$ cat src/core/dou_cfg.svh
// constants for the data operation unit: offsets, field positions, reset values
`ifndef DOU_CFG_SVH
`define DOU_CFG_SVH
// ==========================================
// register offsets (byte addresses)
`define DOU_ADDR_W 8
`define DOU_OFF_CTRL 8'h00
`define DOU_OFF_DATA 8'h04
`define DOU_OFF_OPERAND 8'h08
`define DOU_OFF_MASK 8'h0C
`define DOU_OFF_REQ 8'h10
`define DOU_OFF_PRIO_HI 8'h14
`define DOU_OFF_PRIO_LO 8'h18
`define DOU_OFF_PERIPH 8'h1C
`define DOU_OFF_STATUS 8'h20
`define DOU_OFF_STAT_CLR 8'h24
`define DOU_OFF_STAT_EN 8'h28
// ==========================================
// control register fields
`define DOU_CTRL_MODE_LSB 0
`define DOU_CTRL_COND 2
`define DOU_CTRL_IE 4
`define DOU_CTRL_FLAG 5
`define DOU_CTRL_FLAG_CLR 6
// bit 6 of the group registers belongs to this unit
`define DOU_GROUP_BIT 6
// peripheral control fields
`define DOU_PER_CLK_EN 0
`define DOU_PER_RESET 1
// ==========================================
// reset values
`define DOU_RST_CTRL 8'h00
`define DOU_RST_DATA 16'h0000
`define DOU_RST_MASK 1'b1
`define DOU_RST_PRIO 2'h3
`define DOU_RST_PERIPH 2'h2
`endif

$ cat src/core/dou_pkg.sv
// types shared by the data operation unit
package dou_pkg;
  typedef enum logic [1:0] {
    DOU_MODE_CMP,
    DOU_MODE_ADD,
    DOU_MODE_SUB,
    DOU_MODE_BAD
  } dou_mode_e;
  typedef struct packed {
    logic [7:0] addr;
    logic [31:0] wdata;
    logic wr;
    logic rd;
  } dou_bus_s;
  typedef struct packed {
    logic [15:0] data;
    logic valid;
  } dou_operand_s;
endpackage

$ cat src/core/dou_unit.sv
// data operation unit: compare / add / subtract engine with interrupt logic
// Operation
// - mask bit 0 passes the request to the servicing line, 1 blocks it
// - request flag reads 1 while a request is pending, else 0
// - two-bit priority split across two registers, 00 highest, 11 lowest
// - control interrupt-enable bit 1 lets requests out, 0 suppresses them; irq_o still fires on completion if status enable bit 0 is 1
// - mode 00 compare, 01 add, 10 subtract; 11 prohibited
// - writing 1 to flag-clear clears completion flag; 0 leaves it
// - add and subtract results replace the data-setting register value
// - software clears request flag by writing 0, before unmasking
// - peripheral reset bit 1 holds the unit in reset, 0 releases
// - unit clock supplied only while clock-enable bit is 1
//
// Added by the designer: the strobed register port and the address map.
`include "dou_cfg.svh"
`timescale 1ns/100ps
`default_nettype none
module dou_unit (
  input wire logic core_clk_i,
  input wire logic reset_i,
  input wire dou_pkg::dou_bus_s bus_i,
  output logic [31:0] rdata_o,
  output logic irq_o,
  output logic service_req_o,
  output logic [1:0] priority_o
);
  import dou_pkg::*;

  // ==========================================
  // register state
  logic [1:0] mode_r;
  logic cond_r;
  logic ie_r;
  logic flag_r;
  logic [15:0] data_r;
  logic req_r;
  logic mask_r;
  logic prio_hi_r;
  logic prio_lo_r;
  logic clk_en_r;
  logic per_rst_r;
  logic [1:0] stat_r;
  logic [1:0] stat_en_r;
  logic [31:0] rdata_r;
  logic irq_r;
  logic service_r;
  logic [1:0] prio_out_r;
  dou_operand_s opnd_r;

  // ==========================================
  // address decode
  wire sel_ctrl = (bus_i.addr == `DOU_OFF_CTRL);
  wire sel_data = (bus_i.addr == `DOU_OFF_DATA);
  wire sel_opnd = (bus_i.addr == `DOU_OFF_OPERAND);
  wire sel_mask = (bus_i.addr == `DOU_OFF_MASK);
  wire sel_req = (bus_i.addr == `DOU_OFF_REQ);
  wire sel_phi = (bus_i.addr == `DOU_OFF_PRIO_HI);
  wire sel_plo = (bus_i.addr == `DOU_OFF_PRIO_LO);
  wire sel_per = (bus_i.addr == `DOU_OFF_PERIPH);
  wire sel_stat = (bus_i.addr == `DOU_OFF_STATUS);
  wire sel_sclr = (bus_i.addr == `DOU_OFF_STAT_CLR);
  wire sel_sen = (bus_i.addr == `DOU_OFF_STAT_EN);
  wire wr = bus_i.wr;
  wire [7:0] wd8 = bus_i.wdata[7:0];

  // unit runs only with clock supplied and out of peripheral reset
  // reset hold
  wire unit_rst = reset_i | per_rst_r;
  wire run = clk_en_r & ~per_rst_r;

  // ==========================================
  // operation datapath
  // mode decode
  wire mode_cmp = (mode_r == 2'(DOU_MODE_CMP));
  wire mode_add = (mode_r == 2'(DOU_MODE_ADD));
  wire mode_sub = (mode_r == 2'(DOU_MODE_SUB));
  wire [16:0] sum_w = {1'b0, data_r} + {1'b0, opnd_r.data};
  wire [16:0] diff_w = {1'b0, data_r} - {1'b0, opnd_r.data};
  // compare: cond 0 flags mismatch, cond 1 flags operand above setting
  wire cmp_hit = cond_r ? (opnd_r.data > data_r) : (opnd_r.data != data_r);
  // add flags carry out, subtract flags borrow
  // completion condition
  wire done_w = opnd_r.valid & run &
    ((mode_cmp & cmp_hit) | (mode_add & sum_w[16]) | (mode_sub & diff_w[16]));
  wire flag_clr = wr & sel_ctrl & wd8[`DOU_CTRL_FLAG_CLR];
  wire raise_req = done_w & ie_r;
  wire [1:0] event_w = {raise_req, done_w};

  // ==========================================
  // read mux
  wire [31:0] ctrl_rd = {24'h0, 1'b0, 1'b0, flag_r, ie_r, 1'b0, cond_r, mode_r};
  wire [31:0] rd_mux =
    sel_ctrl ? ctrl_rd :
    sel_data ? {16'h0, data_r} :
    sel_opnd ? {16'h0, opnd_r.data} :
    sel_mask ? (32'(mask_r) << `DOU_GROUP_BIT) :
    sel_req ? (32'(req_r) << `DOU_GROUP_BIT) :
    sel_phi ? (32'(prio_hi_r) << `DOU_GROUP_BIT) :
    sel_plo ? (32'(prio_lo_r) << `DOU_GROUP_BIT) :
    sel_per ? {30'h0, per_rst_r, clk_en_r} :
    sel_stat ? {30'h0, stat_r} :
    sel_sen ? {30'h0, stat_en_r} : 32'h0;

  // peripheral control lives outside the unit reset
  always_ff @(posedge core_clk_i) begin
    if (reset_i) begin
      clk_en_r <= 1'b0;
      per_rst_r <= 1'b1;
    end else if (wr & sel_per) begin
      clk_en_r <= wd8[`DOU_PER_CLK_EN];
      per_rst_r <= wd8[`DOU_PER_RESET];
    end
  end

  // control fields; prohibited mode 11 is ignored on write
  // mode write
  always_ff @(posedge core_clk_i) begin
    if (unit_rst) begin
      mode_r <= 2'h0;
      cond_r <= 1'b0;
      ie_r <= 1'b0;
    end else if (wr & sel_ctrl & clk_en_r) begin
      if (wd8[1:0] != 2'(DOU_MODE_BAD)) begin
        mode_r <= wd8[1:0];
      end
      cond_r <= wd8[`DOU_CTRL_COND];
      ie_r <= wd8[`DOU_CTRL_IE];
    end
  end

  // completion flag: set beats clear
  // flag set
  always_ff @(posedge core_clk_i) begin
    if (unit_rst) begin
      flag_r <= 1'b0;
    end else if (done_w) begin
      flag_r <= 1'b1;
    end else if (flag_clr & clk_en_r) begin
      flag_r <= 1'b0;
    end
  end

  // operand strobe, one cycle per data word
  always_ff @(posedge core_clk_i) begin
    if (unit_rst) begin
      opnd_r <= '0;
    end else begin
      opnd_r.valid <= wr & sel_opnd & clk_en_r;
      if (wr & sel_opnd & clk_en_r) begin
        opnd_r.data <= bus_i.wdata[15:0];
      end
    end
  end

  // data-setting register: software load, or operation result
  // result store
  always_ff @(posedge core_clk_i) begin
    if (unit_rst) begin
      data_r <= `DOU_RST_DATA;
    end else if (opnd_r.valid & run & mode_add) begin
      data_r <= sum_w[15:0];
    end else if (opnd_r.valid & run & mode_sub) begin
      data_r <= diff_w[15:0];
    end else if (wr & sel_data & clk_en_r) begin
      data_r <= bus_i.wdata[15:0];
    end
  end

  // request flag: set beats software write of 0
  // request pending
  always_ff @(posedge core_clk_i) begin
    if (reset_i) begin
      req_r <= 1'b0;
    end else if (raise_req) begin
      req_r <= 1'b1;
    end else if (wr & sel_req) begin
      req_r <= wd8[`DOU_GROUP_BIT];
    end
  end

  // mask and priority bits
  // priority bits
  always_ff @(posedge core_clk_i) begin
    if (reset_i) begin
      mask_r <= `DOU_RST_MASK;
      prio_hi_r <= 1'b1;
      prio_lo_r <= 1'b1;
    end else begin
      if (wr & sel_mask) begin
        mask_r <= wd8[`DOU_GROUP_BIT];
      end
      if (wr & sel_phi) begin
        prio_hi_r <= wd8[`DOU_GROUP_BIT];
      end
      if (wr & sel_plo) begin
        prio_lo_r <= wd8[`DOU_GROUP_BIT];
      end
    end
  end

  // sticky event status, enable, write-one-to-clear; set wins
  always_ff @(posedge core_clk_i) begin
    if (reset_i) begin
      stat_r <= 2'h0;
      stat_en_r <= 2'h0;
    end else begin
      stat_r <= event_w | (stat_r & ~((wr & sel_sclr) ? bus_i.wdata[1:0] : 2'h0));
      if (wr & sel_sen) begin
        stat_en_r <= bus_i.wdata[1:0];
      end
    end
  end

  // registered outputs
  // mask gate
  always_ff @(posedge core_clk_i) begin
    if (reset_i) begin
      rdata_r <= 32'h0;
      irq_r <= 1'b0;
      service_r <= 1'b0;
      prio_out_r <= `DOU_RST_PRIO;
    end else begin
      rdata_r <= bus_i.rd ? rd_mux : 32'h0;
      irq_r <= |(stat_r & stat_en_r);
      service_r <= req_r & ~mask_r;
      prio_out_r <= {prio_hi_r, prio_lo_r};
    end
  end

  assign rdata_o = rdata_r;
  assign irq_o = irq_r;
  assign service_req_o = service_r;
  assign priority_o = prio_out_r;
endmodule
`default_nettype wire

$ cat config.mk
export PLATFORM = sky130hd
export DESIGN_NAME = dou_unit
export DESIGN_NICKNAME = d
export VERILOG_FILES = /design/src/core/dou_pkg.sv /design/src/core/dou_unit.sv
export VERILOG_INCLUDE_DIRS = /design/src /design/src/core
export SDC_FILE = /design/constraint.sdc
export NUM_CORES = 1
export LEC_CHECK = 0
export ABC_AREA = 1
export BUFFER_PORTS_ARGS = -buffer_cell sky130_fd_sc_hd__buf_2
export CAP_MARGIN = 10
export CORE_MARGIN = 1
export CORE_UTILIZATION = 27
export CTS_CLUSTER_DIAMETER = 150
export DETAILED_ROUTE_END_ITERATION = 7
export GPL_TIMING_DRIVEN = 0
export PLACE_DENSITY = 0.55
export SYNTH_ARGS = -nofsm -noshare
export SYNTH_HDL_FRONTEND = slang
export SYNTH_SLANG_ARGS = --single-unit
$ cat constraint.sdc
create_clock -name core_clk_i -period 5.6 [get_ports core_clk_i]
set_input_delay 1.4 -clock core_clk_i [delete_from_list [all_inputs] [get_ports core_clk_i]]
set_output_delay 1.4 -clock core_clk_i [all_outputs]
set_load 0.05 [all_outputs]
# After elaboration in Yosys (flattened, before gate mapping)
# Cells that the tools add are included.
word_totals:
  out_inout_bits: 36
  input_bits: 44
  ff_bits: 84
classes:
  reduce_logical: 10
  bitwise: 35
  n_lt_le_gt_ge: 1
  n_eq_ne: 14
  mux: 19
  add_sub_neg: 2
op_table:
  columns: ["operator", "count"]
  rows:
  - ["2-to-1 mux 16 bit", 5]
  - ["equality test 8 x 5 -> 1 bit, second input constant", 4]
  - ["2-to-1 mux 7 bit", 4]
  - ["bitwise AND 1 bit", 25]
  - ["equality test 8 x 6 -> 1 bit, second input constant", 3]
  - ["adder 16 x 16 -> 17 bit", 1]
  - ["subtractor 16 x 16 -> 17 bit", 1]
  - ["equality test 8 x 4 -> 1 bit, second input constant", 2]
  - ["> comparator 16 bit", 1]
  - ["!= test 16 bit", 1]
  - ["OR reduction 11 bit", 1]
  - ["equality test 8 x 3 -> 1 bit, second input constant", 1]
  - ["logical NOT 8 bit", 1]
  - ["2-to-1 mux 2 bit", 4]
  - ["2-to-1 mux 6 bit", 1]
  - ["2-to-1 mux 1 bit", 5]
  - ["bitwise AND 2 bit", 2]
  - ["nonzero test 2 bit", 2]
  - ["OR reduction 2 bit", 2]
  - ["inverter 1 bit", 3]
  - ["OR 1 bit", 3]
  - ["nonzero test 3 bit", 1]
  - ["OR reduction 3 bit", 1]
  - ["equality test 2 x 1 -> 1 bit, second input constant", 1]
  - ["other kinds (6)", 6]

# Longest topological paths before layout
# Gate-level depths: netlist of run 1.
logic_depth:
  ltp_word: 11
  ltp_mapped: 16

# Least setup slack after synthesis of run 1
# Ideal clock, no wire load.
synth_path:
  kind: "input-to-reg"
  from: "in bus_i[41] (netlist bit)"
  to: "reg opnd_r[10] (netlist bit)"
  arrival_time_ps: 2497
  slack_ps: 2984
  stages: 11
  path_buffers: 1
  required_ps: 5481
  path_cell_list: "nor2_1 -> nand2_1 -> nor2_4 -> inv_2 -> nor2_4 -> inv_2 -> nor2_4 -> inv_2 -> buf_2 -> o21ai_0 -> a21oi_1"
synth_via:
  elab_chain_cells: 3
synth_lines:
  columns: ["item", "line_no", "rtl"]
  rows:
  - ["start, declared", "dou_unit.sv:21", "input wire dou_pkg::dou_bus_s bus_i,"]
  - ["equality test 8 x 4 -> 1 bit (no line)", null, null]
  - ["bitwise AND 1 bit (2 in a row)", "dou_unit.sv:149", "if (wr & sel_opnd & clk_en_r) begin"]
  - ["end, declared", "dou_unit.sv:48", "dou_operand_s opnd_r;"]
# No other way between the ends.
# A chain may end at the register's enable or synchronous reset.

# Worst setup path after layout of run 1
layout_path:
  from: "in reset_i"
  to: "reg opnd_r[5] (netlist bit)"
layout_via:
  elab_chain_cells: 1
layout_lines:
  columns: ["item", "line_no", "rtl"]
  rows:
  - ["start, declared", "dou_unit.sv:20", "input wire logic reset_i,"]
  - ["OR 1 bit", "dou_unit.sv:68", "wire unit_rst = reset_i | per_rst_r;"]
# No other way between the ends.

==> reports/qor.csv, run 1 <==
stage;metric;value;unit
pwr;sw power;284.2;µW
placement;placed insts;1049;
yosys;Synth top area share;27.68;%
yosys;top_reg_cell synth;dfxtp_1;
pwr;cell-internal power;893.1;µW
detailed_routing;1st-iter DRT viols;346;
yosys;synthesized instance count;764;
clocking;Clock Latency Late Sink;0.35;ns
yosys;Yosys cell types;40;
critical_path;worst-path fanout max;10;
timing;post-route minimum period;3.118;ns
timing;FMAX;0.3207;GHz
pwr;sw frac;24.14;%
final_layout;Design Area, Final;5799;µm²
detailed_routing;drt via density;4.719;
yosys;number of synthesized flops with an enable pin;0;
floorplanning;Ports;80;
detailed_routing;vias;5026;
pwr;power per cell area;203.0;nW/µm²
final_layout;Area Growth Syn to Fin;17.91;%
clocking;post-CTS setup buffers;0;
detailed_routing;ANT nets after route;0;
timing;RSZ-0062 raised after global routing;no;
critical_path;worst reg2reg setup slack;3.16;ns
critical_path;CP Launch Type;input port;
critical_path;Critical Path End Type;register;
placement;DP Area;5482;µm²
floorplanning;Die Area;18760;µm²
clocking;Post-CTS Hold Buffers;0;
yosys;sequential fraction of the synthesis area;27.68;%
clocking;clk buf depth;2;
detailed_routing;Post-Route WL;16260;µm
pwr;peak supply drop;0.1656;mV
yosys;dominant cells by area after synthesis;dfxtp_1, nand2_1, a21oi_1;
timing;Worst-Margin Slew;1.024;ns
final_layout;fin util;33.07;%
pwr;power share of the clock group;53.3;%
final_layout;ant diodes;0;
critical_path;kind of critical path;input port to register;
floorplanning;row count;48;
yosys;Post-Syn Area;4918;µm²
hold_path;Hold Path Class;register to register;
final_layout;NumNets Final;913;
timing;hold_ws;0.4425;ns
timing;Tcrit/Tclk final;55.68;%
timing;Final Slew Violations;0;
placement;worst slack, placed;2.065;ns
critical_path;Crit path required time;5.87;ns
yosys;warnings from Yosys;0;
clocking;Clock Tree Root;clkbuf_16;
clocking;Clock Sinks;68;
critical_path;crit path DAT;3.39;ns
pwr;Gate power share;5.6;%
clocking;H-tree depth;3;
clocking;CTS tree;yes;
run_status;status;finished clean;
placement;gp weighted congestion;0.9146;
placement;dpl hpwl;12400;µm
final_layout;fillers;1937;
yosys;most frequent cell after synthesis;nand2_1;
global_routing;largest net degree at the start of global routing;13;
floorplanning;Core Box Area;17540;µm²
timing;Setup violations, final;0;
pwr;Seq pwr share;41.1;%
pwr;power consumption;1.177;mW
clocking;Reg clk slew, reported paths;0.06;ns
clocking;total CTS buffers;9;
yosys;Yosys top cell by area;dfxtp_1;
yosys;mean post-synth cell area;6.438;µm²
timing;TNS Setup;0;ns
floorplanning;DIE HEIGHT;137.0;µm
final_layout;share of layout cells above drive strength 1;13.93;%
timing;Hold Vio Cnt, Final;0;
job;max-cap violations;0;
floorplanning;Die X;137.0;µm
timing;final setup margin;2.482;ns
detailed_routing;DR WL/cell;15.27;µm
placement;port bufs;45;
final_layout;Finished Layout Cells;1065;
global_routing;total grt overflow;0;
global_routing;first-pass GRT wire length;25240;µm
floorplanning;Starting Density;28.05;%
yosys;Synth async-reset ratio;0;%
detailed_routing;Initial DRT Pass Iterations;5;
global_routing;Tot GR Track Use;18.26;%
global_routing;antenna violations before repair;0;
detailed_routing;DRC errors left;0;
yosys;Post-synth top cells;nand2_1, inv_1, a21oi_1;
yosys;flops & latches, synth;68;
clocking;Gates resized, CTS repair;0;
timing;Slew HR;31.46;%
global_routing;vias in the first global route;4551;
timing;Fin Clk Skew;0.01343;ns
pwr;Leakage Power;2.958;nW
==> logic make-up (layout without fill, tap and decap cells) <==
family                     Yosys count  in the layout  synth area share [%]
DFF                                 68             68                 27.68
adders and majority gates           34             34                 8.954
buffers and inverters              159            220                 14.17
other                                1             16               0.07624
and+or+nand+nor                    313            313                 27.88
xor gates and xnor gates             7              7                 1.247
AOI/OAI and AO/OA                  182            182                 20.00
==> critical path, cell delays in order <==
cell	delay, ns
clkbuf_1	0.21
nor2_1	0.83
clkbuf_1	0.60
o21ai_0	0.19
a21oi_1	0.16
==> cell usage in the layout, fill, tap and decap left out, types with 3 or more instances in the layout <==
cell / synthesis / final
a21oi_1: 82 / 82
a31oi_1: 6 / 6
buf_2: 16 / 61
buf_4: 19 / 19
clkbuf_1: 5 / 6
clkbuf_16: 0 / 9
conb_1: 1 / 16
dfxtp_1: 68 / 68
ha_1: 32 / 32
inv_1: 108 / 108
inv_2: 8 / 8
nand2_1: 170 / 170
nand3_1: 62 / 62
nand4_1: 9 / 9
nor2_1: 50 / 50
nor2_4: 3 / 3
nor3_1: 9 / 9
o211ai_1: 6 / 6
o21ai_0: 62 / 62
o21ai_1: 6 / 6
o21bai_1: 10 / 10
o22ai_1: 3 / 3
xor2_1: 7 / 7
==> power groups by stage <==
stage	registers [mW]	clock network [mW]	logic, mW
detailed placement	0.495	0	0.0660
floorplan	0.495	0	0.0474
global placement	0.495	0	0.0661
CTS	0.484	0.640	0.0661
global route	0.484	0.659	0.0715
finish	0.484	0.627	0.0662
==> metal layers <==
metal / track usage [%] / part of all wire, % / vias up / routed length, µm
met4: 5.800 / 1.6 / 0 / 264
met1: 25.16 / 49 / 2246 / 7951
met3: 3.333 / 6.0 / 17 / 970
met2: 28.54 / 44 / 167 / 7074
li1: - / - / 2596 / -
met5: 0 / 0 / - / 0
==> sequential cells by signal, indices dropped and copies added (netlist names), 2 cells and up <==
name        cells
opnd_r         17
data_r         16
rdata_o        16
mode_r          2
priority_o      2
stat_en_r       2
stat_r          2
==> cell type report <==
type	instances	area, µm²	share of cell area, %
flip-flops and latches	68	1361	23.47
clock buffers	10	229.0	3.948
well taps	225	281.5	4.854
plain buffers	42	257.7	4.444
multi-input cells	552	2917	50.29
inverters	117	439.2	7.573
repair buffers	45	225.2	3.883
clock inverters	6	88.84	1.532
==> path summary, 6_finish.rpt <==
path,startpoint,end,cells past startpoint
hold reg to reg,prio_lo_r,priority_o[0],2
setup reg to reg,opnd_r[1],req_r,14
setup / recovery,reset_i,opnd_r[5],5
hold / removal,prio_lo_r,priority_o[0],2
Power figures use the tool's default switching activity.
==> run 2, diff against run 1 <==
--- a/config.mk
+++ b/config.mk
@@ -6,7 +6,7 @@
 export SDC_FILE = /design/constraint.sdc
 export NUM_CORES = 1
 export LEC_CHECK = 0
-export ABC_AREA = 1
+export ABC_AREA = 0
 export BUFFER_PORTS_ARGS = -buffer_cell sky130_fd_sc_hd__buf_2
 export CAP_MARGIN = 10
 export CORE_MARGIN = 1
==> constraint.sdc (replaced) <==
create_clock -name core_clk_i -period 3.1 [get_ports core_clk_i]
set_input_delay 0.775 -clock core_clk_i [delete_from_list [all_inputs] [get_ports core_clk_i]]
set_output_delay 0.775 -clock core_clk_i [all_outputs]
set_load 0.05 [all_outputs]
==> run 2 against run 1 <==
Synthesized area barely moved. Hold slack gained 0.025 ns. Register-to-register slack got worse by 3.0 ns. Die area about the same. Via count decreased by 3.4%. Largest power group unchanged. Highest routed layer unchanged.
==> reports/qor.csv, run 2 <==
stage;metric;value;unit;change
run_status;status;finished clean;;
critical_path;crit path DAT;3.11;ns;-0.28 ns
detailed_routing;DRC errors left;0;;unchanged
yosys;Post-Syn Area;4917;µm²;about the same
global_routing;first-pass GRT wire length;25200;µm;-0.17%
job;max-cap violations;0;;unchanged
final_layout;Design Area, Final;5776;µm²;-0.41%
detailed_routing;DR WL/cell;17.56;µm;+15%
clocking;H-tree depth;3;;unchanged
critical_path;kind of critical path;register to register;;
timing;post-route minimum period;2.893;ns;
placement;DP Area;5475;µm²;-0.11%
timing;Fin Clk Skew;0.009053;ns;-0.004381 ns
clocking;total CTS buffers;9;;unchanged
pwr;sw frac;25.19;%;+1.0 points
detailed_routing;Initial DRT Pass Iterations;5;;unchanged
yosys;Synth async-reset ratio;0;%;unchanged
pwr;Seq pwr share;42.6;%;+1.5 points
clocking;clk buf depth;2;;unchanged
clocking;Clock Sinks;68;;unchanged
placement;worst slack, placed;-0.1013;ns;-2.166 ns
yosys;Yosys cell types;74;;+85%
yosys;Synth top area share;27.68;%;about the same
floorplanning;Core Box Area;17540;µm²;unchanged
yosys;mean post-synth cell area;7.982;µm²;+24%
yosys;number of synthesized flops with an enable pin;0;;unchanged
yosys;most frequent cell after synthesis;nor2_1;;
detailed_routing;ANT nets after route;0;;unchanged
hold_path;Hold Path Class;register to register;;
timing;Setup violations, final;0;;unchanged
yosys;synthesized instance count;616;;-19%
timing;final setup margin;0.2070;ns;-2.275 ns
clocking;CTS tree;yes;;
final_layout;fin util;32.93;%;-0.14 points
clocking;post-CTS setup buffers;0;;unchanged
floorplanning;Die Area;18760;µm²;about the same
final_layout;NumNets Final;764;;-16%
yosys;Post-synth top cells;nor2_1, dfxtp_1, inv_1;;
yosys;flops & latches, synth;68;;unchanged
pwr;Leakage Power;2.318;nW;-22%
timing;Tcrit/Tclk final;93.32;%;
yosys;warnings from Yosys;0;;unchanged
detailed_routing;1st-iter DRT viols;397;;+15%
critical_path;CP Launch Type;register;;
critical_path;Worst R2R Path Depth;9;;-5
critical_path;sequence of cells on the critical path;inv_1, ha_1, clkbuf_1, nand2b_1, a311oi_1, a21oi_1, a2111o_1, a21oi_1, a311oi_1;;
pwr;sw power;516.9;µW;+82%
pwr;cell-internal power;1.535;mW;+72%
clocking;Post-CTS Hold Buffers;0;;unchanged
floorplanning;row count;48;;unchanged
critical_path;worst-path fanout max;8;;-2
clocking;Reg clk slew, reported paths;0.06;ns;about the same
placement;dpl hpwl;11890;µm;-4.0%
final_layout;max reg flops;17;;unchanged
final_layout;share of layout cells above drive strength 1;15.63;%;+1.7 points
final_layout;Area Growth Syn to Fin;17.46;%;
floorplanning;Starting Density;28.04;%;about the same
global_routing;largest net degree at the start of global routing;14;;+1
final_layout;Reg with most FFs;opnd_r;;
final_layout;commonest non-fill, non-tap cell in the layout;nor2_1;;
final_layout;most frequent cells in the layout;nor2_1, dfxtp_1, buf_2;;
timing;Final Slew Violations;0;;unchanged
timing;Hold Vio Cnt, Final;0;;unchanged
clocking;Clock Tree Root;clkbuf_16;;
global_routing;Tot GR Track Use;17.87;%;-0.39 points
timing;FMAX;0.3457;GHz;
clocking;Clock Latency Late Sink;0.35;ns;about the same
detailed_routing;Post-Route WL;16080;µm;-1.1%
pwr;power share of the clock group;51.6;%;-1.7 points
critical_path;cell family with most CP delay;compound AO/OA/AOI/OAI gates;;
global_routing;total grt overflow;0;;unchanged
pwr;power consumption;2.052;mW;+74%
detailed_routing;vias;4857;;-3.4%
yosys;Yosys top cell by area;dfxtp_1;;
pwr;Gate power share;5.8;%;+0.2 points
global_routing;vias in the first global route;4621;;+1.5%
floorplanning;Ports;80;;unchanged
critical_path;Critical Path End Type;register;;
placement;port bufs;44;;-2.2%
floorplanning;Die X;137.0;µm;about the same
critical_path;Crit path required time;3.32;ns;-2.55 ns
final_layout;fillers;1908;;-1.5%
global_routing;antenna violations before repair;0;;unchanged
critical_path;WP buf/inv;2;;unchanged
timing;Slew HR;40.47;%;+9.0 points
critical_path;Slowest cell on crit path;a2111o_1;;
floorplanning;DIE HEIGHT;137.0;µm;about the same
pwr;power per cell area;355.3;nW/µm²;+75%
yosys;top_reg_cell synth;dfxtp_1;;
detailed_routing;drt via density;5.302;;+12%
placement;gp weighted congestion;0.9209;;+0.69%
timing;RSZ-0062 raised after global routing;no;;
critical_path;Crit path depth;9;;+4
critical_path;worst stage delay on the critical path;0.54;ns;-0.29 ns
timing;Worst-Margin Slew;0.8896;ns;-0.1347 ns
pwr;peak supply drop;0.2596;mV;+57%
hold_path;Hold Crit Depth;1;;-1
yosys;sequential fraction of the synthesis area;27.68;%;about the same
clocking;Gates resized, CTS repair;0;;unchanged
final_layout;ant diodes;0;;unchanged
yosys;dominant cells by area after synthesis;dfxtp_1, ha_1, nor2_1;;
[run 2: cell types whose count changed in the layout (fill, tap and decap cells not counted), moves of 11 or more]
cell | before | now
inv_1 | 108 | 33
mux2i_1 | 0 | 29
nand3_1 | 62 | 18
o21ai_0 | 62 | 26
nand2b_1 | 0 | 14
a22oi_1 | 0 | 16
a21oi_1 | 82 | 31
a211oi_1 | 0 | 15
buf_2 | 61 | 48
nor2_1 | 50 | 81
clkbuf_1 | 6 | 24
nor2b_1 | 0 | 11
nand2_1 | 170 | 30
[run 2: area by class of cell]
type                    count  area (µm²)  area share [%]
clock buffers               9       225.2           3.899
inverters                  33       123.9           2.145
multi-input cells         479        3197           55.35
plain buffers              51       291.5           5.048
repair buffers             44       220.2           3.813
clock inverters             7       75.07           1.300
well taps                 225       281.5           4.874
flip-flops and latches     68        1361           23.57
[run 2: logic make-up after synthesis]
group | synth area share [%]
AO/OA/AOI/OAI | 24.78
XOR/XNOR | 0.5344
adder cells (fa/ha/maj) | 8.957
buffers and inverters | 8.448
flip-flops | 27.68
multiplexers | 6.590
other | 0.07626
AND/OR/NAND/NOR | 22.93
[run 2: worst paths after layout]
path / end / startpoint / slack [ns]
worst max-delay path: stat_r[1] / opnd_r[6] / 0.21
worst min register to register: service_req_o / mask_r / 0.47
worst max register to register: stat_r[1] / opnd_r[6] / 0.21
worst min-delay path: service_req_o / mask_r / 0.47
[run 2: metrics by stage]
step | hold WS [ns] | std cells | TNS (ns)
floorplan | 0.4206 | 631 | 0
global placement | 0.4627 | 900 | -0.5492
detailed placement | 0.4606 | 900 | -0.9221
CTS | 0.4690 | 916 | 0
global route | 0.4916 | 916 | 0
finish | 0.4675 | 916 | 0
[run 2: metal layers]
metal  track usage (%)  vias to the layer above  wire length, µm
met3             2.444                       30              877
met5                 0                        -                0
met2             27.64                      176             7143
met4             8.608                        0              524
li1                  -                     2359                -
met1             24.26                     2292             7536
[run 2: power by group through the flow]
stage	logic [mW]	registers [mW]	clock network, mW
2_1_floorplan	0.0828	0.894	0
3_3_place_gp	0.119	0.893	0
3_5_place_dp	0.119	0.893	0
4_1_cts	0.119	0.874	1.08
5_1_grt	0.126	0.873	1.12
6_report	0.119	0.874	1.06
[run 2: worst register-to-register path, stage by stage (launching register included)]
cell,delay (ns)
dfxtp_1,0.43
inv_1,0.07
ha_1,0.26
clkbuf_1,0.32
nand2b_1,0.10
a311oi_1,0.50
a21oi_1,0.26
a2111o_1,0.54
a21oi_1,0.17
a311oi_1,0.10
==> run 3, diff against run 2 <==
--- a/config.mk
+++ b/config.mk
@@ -7,14 +7,14 @@
 export NUM_CORES = 1
 export LEC_CHECK = 0
 export ABC_AREA = 0
-export BUFFER_PORTS_ARGS = -buffer_cell sky130_fd_sc_hd__buf_2
 export CAP_MARGIN = 10
 export CORE_MARGIN = 1
 export CORE_UTILIZATION = 27
 export CTS_CLUSTER_DIAMETER = 150
 export DETAILED_ROUTE_END_ITERATION = 7
+export DONT_BUFFER_PORTS = 1
 export GPL_TIMING_DRIVEN = 0
-export PLACE_DENSITY = 0.55
+export PLACE_DENSITY = 0.51
 export SYNTH_ARGS = -nofsm -noshare
 export SYNTH_HDL_FRONTEND = slang
 export SYNTH_SLANG_ARGS = --single-unit
==> run 3 against run 2 <==
Fmax grew 0.27%. Highest routed layer unchanged. Hold slack improved by 0.015 ns. Largest power group unchanged. Die area is the same.
==> reports/qor.csv, run 3 (synthesis gave the netlist of run 2 again) <==
stage;metric;value;unit;change
run_status;status;finished clean;;
final_layout;NumNets Final;720;;-5.8%
clocking;total CTS buffers;9;;unchanged
timing;Final Slew Violations;0;;unchanged
global_routing;first-pass GRT wire length;26020;µm;+3.3%
final_layout;Design Area, Final;5562;µm²;-3.7%
placement;DP Area;5255;µm²;-4.0%
clocking;Reg clk slew, reported paths;0.06;ns;about the same
floorplanning;Die Area;18760;µm²;unchanged
placement;dpl hpwl;12520;µm;+5.3%
final_layout;Sequential cell area;1361;µm²;unchanged
detailed_routing;Initial DRT Pass Iterations;5;;unchanged
clocking;Gates resized, CTS repair;0;;unchanged
clocking;Clock Sinks;68;;unchanged
final_layout;fillers;1879;;-1.5%
global_routing;vias in the first global route;4650;;+0.63%
timing;FMAX;0.3466;GHz;+0.27%
pwr;power consumption;2.040;mW;-0.59%
critical_path;most used cell along the critical path;a21oi_1;;
timing;final setup margin;0.2148;ns;+0.007868 ns
timing;Tcrit/Tclk final;93.07;%;-0.25 points
final_layout;share of layout cells above drive strength 1;10.05;%;-5.6 points
clocking;Clock Latency Late Sink;0.36;ns;about the same
critical_path;worst-path fanout max;6;;-2
final_layout;most frequent cells in the layout;nor2_1, dfxtp_1, inv_1;;
placement;worst slack, placed;-0.09683;ns;+0.004444 ns
timing;Setup violations, final;0;;unchanged
clocking;H-tree depth;3;;unchanged
global_routing;antenna violations before repair;0;;unchanged
hold_path;Hold Path Class;register to register;;
final_layout;commonest non-fill, non-tap cell in the layout;nor2_1;;
timing;Slew HR;35.72;%;-4.8 points
clocking;clk buf depth;2;;unchanged
job;max-cap violations;0;;unchanged
pwr;power per cell area;366.8;nW/µm²;+3.2%
floorplanning;Ports;80;;unchanged
floorplanning;Core Box Area;17540;µm²;unchanged
detailed_routing;1st-iter DRT viols;460;;+16%
timing;Worst-Margin Slew;0.9541;ns;+0.06447 ns
detailed_routing;ANT nets after route;0;;unchanged
global_routing;largest net degree at the start of global routing;14;;unchanged
critical_path;Crit path required time;3.35;ns;+0.03 ns
timing;Fin Clk Skew;0.007725;ns;-0.001328 ns
critical_path;Slowest cell on crit path;a21oi_1;;
timing;Hold Vio Cnt, Final;0;;unchanged
detailed_routing;drt via density;5.505;;+3.8%
critical_path;kind of critical path;register to register;;
timing;RSZ-0062 raised after global routing;no;;
pwr;peak supply drop;0.2299;mV;-11%
detailed_routing;vias;4800;;-1.2%
critical_path;sequence of cells on the critical path;inv_1, fa_1, nor2_1, o221ai_1, a21oi_1, a2111o_1, a21oi_1, a311oi_1;;
detailed_routing;Post-Route WL;16950;µm;+5.4%
global_routing;total grt overflow;0;;unchanged
critical_path;CP Launch Type;register;;
critical_path;crit path DAT;3.13;ns;+0.02 ns
timing;post-route minimum period;2.885;ns;-0.007868 ns
global_routing;Tot GR Track Use;18.58;%;+0.71 points
final_layout;max reg flops;17;;unchanged
detailed_routing;DRC errors left;0;;unchanged
clocking;CTS tree;yes;;
placement;gp weighted congestion;0.9275;;+0.72%
critical_path;Critical Path End Type;register;;
floorplanning;Starting Density;28.04;%;unchanged
final_layout;area of the multi-input gates;3203;µm²;+0.20%
floorplanning;DIE HEIGHT;137.0;µm;unchanged
critical_path;worst stage delay on the critical path;0.57;ns;+0.03 ns
floorplanning;Die X;137.0;µm;unchanged
final_layout;Reg with most FFs;opnd_r;;
floorplanning;row count;48;;unchanged
final_layout;ant diodes;0;;unchanged
placement;port bufs;0;;-100%
detailed_routing;DR WL/cell;19.43;µm;+11%
clocking;Clock Tree Root;clkbuf_16;;
clocking;post-CTS setup buffers;0;;unchanged
pwr;Leakage Power;2.119;nW;-8.6%
final_layout;Area Growth Syn to Fin;13.10;%;
clocking;Post-CTS Hold Buffers;0;;unchanged
-- run 3: cell types whose count changed in the layout (fill, tap and decap cells not counted), sizes merged --
cell | before | now
inv | 34 | 35
buf | 70 | 26
clkinv | 2 | 1
-- run 3: power by group --
group	internal, mW	switching [mW]	total [mW]
combinational	0.0257	0.0689	0.0947
clock	0.627	0.445	1.07
sequential	0.874	0.000418	0.874
total	1.53	0.514	2.04
-- run 3: metrics by stage --
stage / instances / util [%] / setup TNS (ns) / hold WS, ns
global route: 872 / 31.71 / 0 / 0.5004
CTS: 872 / 31.68 / 0 / 0.4782
detailed placement: 856 / 29.97 / -0.8791 / 0.4612
floorplan: 631 / - / 0 / 0.4206
finish: 872 / 31.71 / 0 / 0.4828
global placement: 856 / 29.97 / -0.8019 / 0.4587
-- run 3: final timing paths --
kind	startpoint	end	depth (start not counted)	slack [ns]
max	data_r[1]	req_r	8	0.21
min	prio_lo_r	priority_o[0]	1	0.48
max reg2reg	data_r[1]	req_r	8	0.21
min reg2reg	prio_lo_r	priority_o[0]	1	0.48
-- run 3: per-layer routing --
| layer | vias to the layer above | routed length [µm] | global-route usage, % |
|---|---|---|---|
| met5 | - | 0 | 0 |
| met4 | 0 | 437 | 7.875 |
| met3 | 31 | 1248 | 3.741 |
| met2 | 220 | 7722 | 29.29 |
| met1 | 2271 | 7536 | 24.43 |
| li1 | 2278 | - | - |
-- run 3: worst max-delay path: cells and delay by family, from the launching register on --
family                   cells  cell delay (ns)
adder cells (fa/ha/maj)      1             0.50
buffers and inverters        1             0.15
AND/OR/NAND/NOR              1             0.20
AO/OA/AOI/OAI                5             1.50
flip-flops                   1             0.44
-- run 3: cell type report --
type / count / area share (%)
buffer: 51 / 5.242
multi-input combinational: 479 / 57.59
sequential: 68 / 24.48
clock inverter: 7 / 1.350
clock buffer: 9 / 4.049
tap: 225 / 5.062
inverter: 33 / 2.227
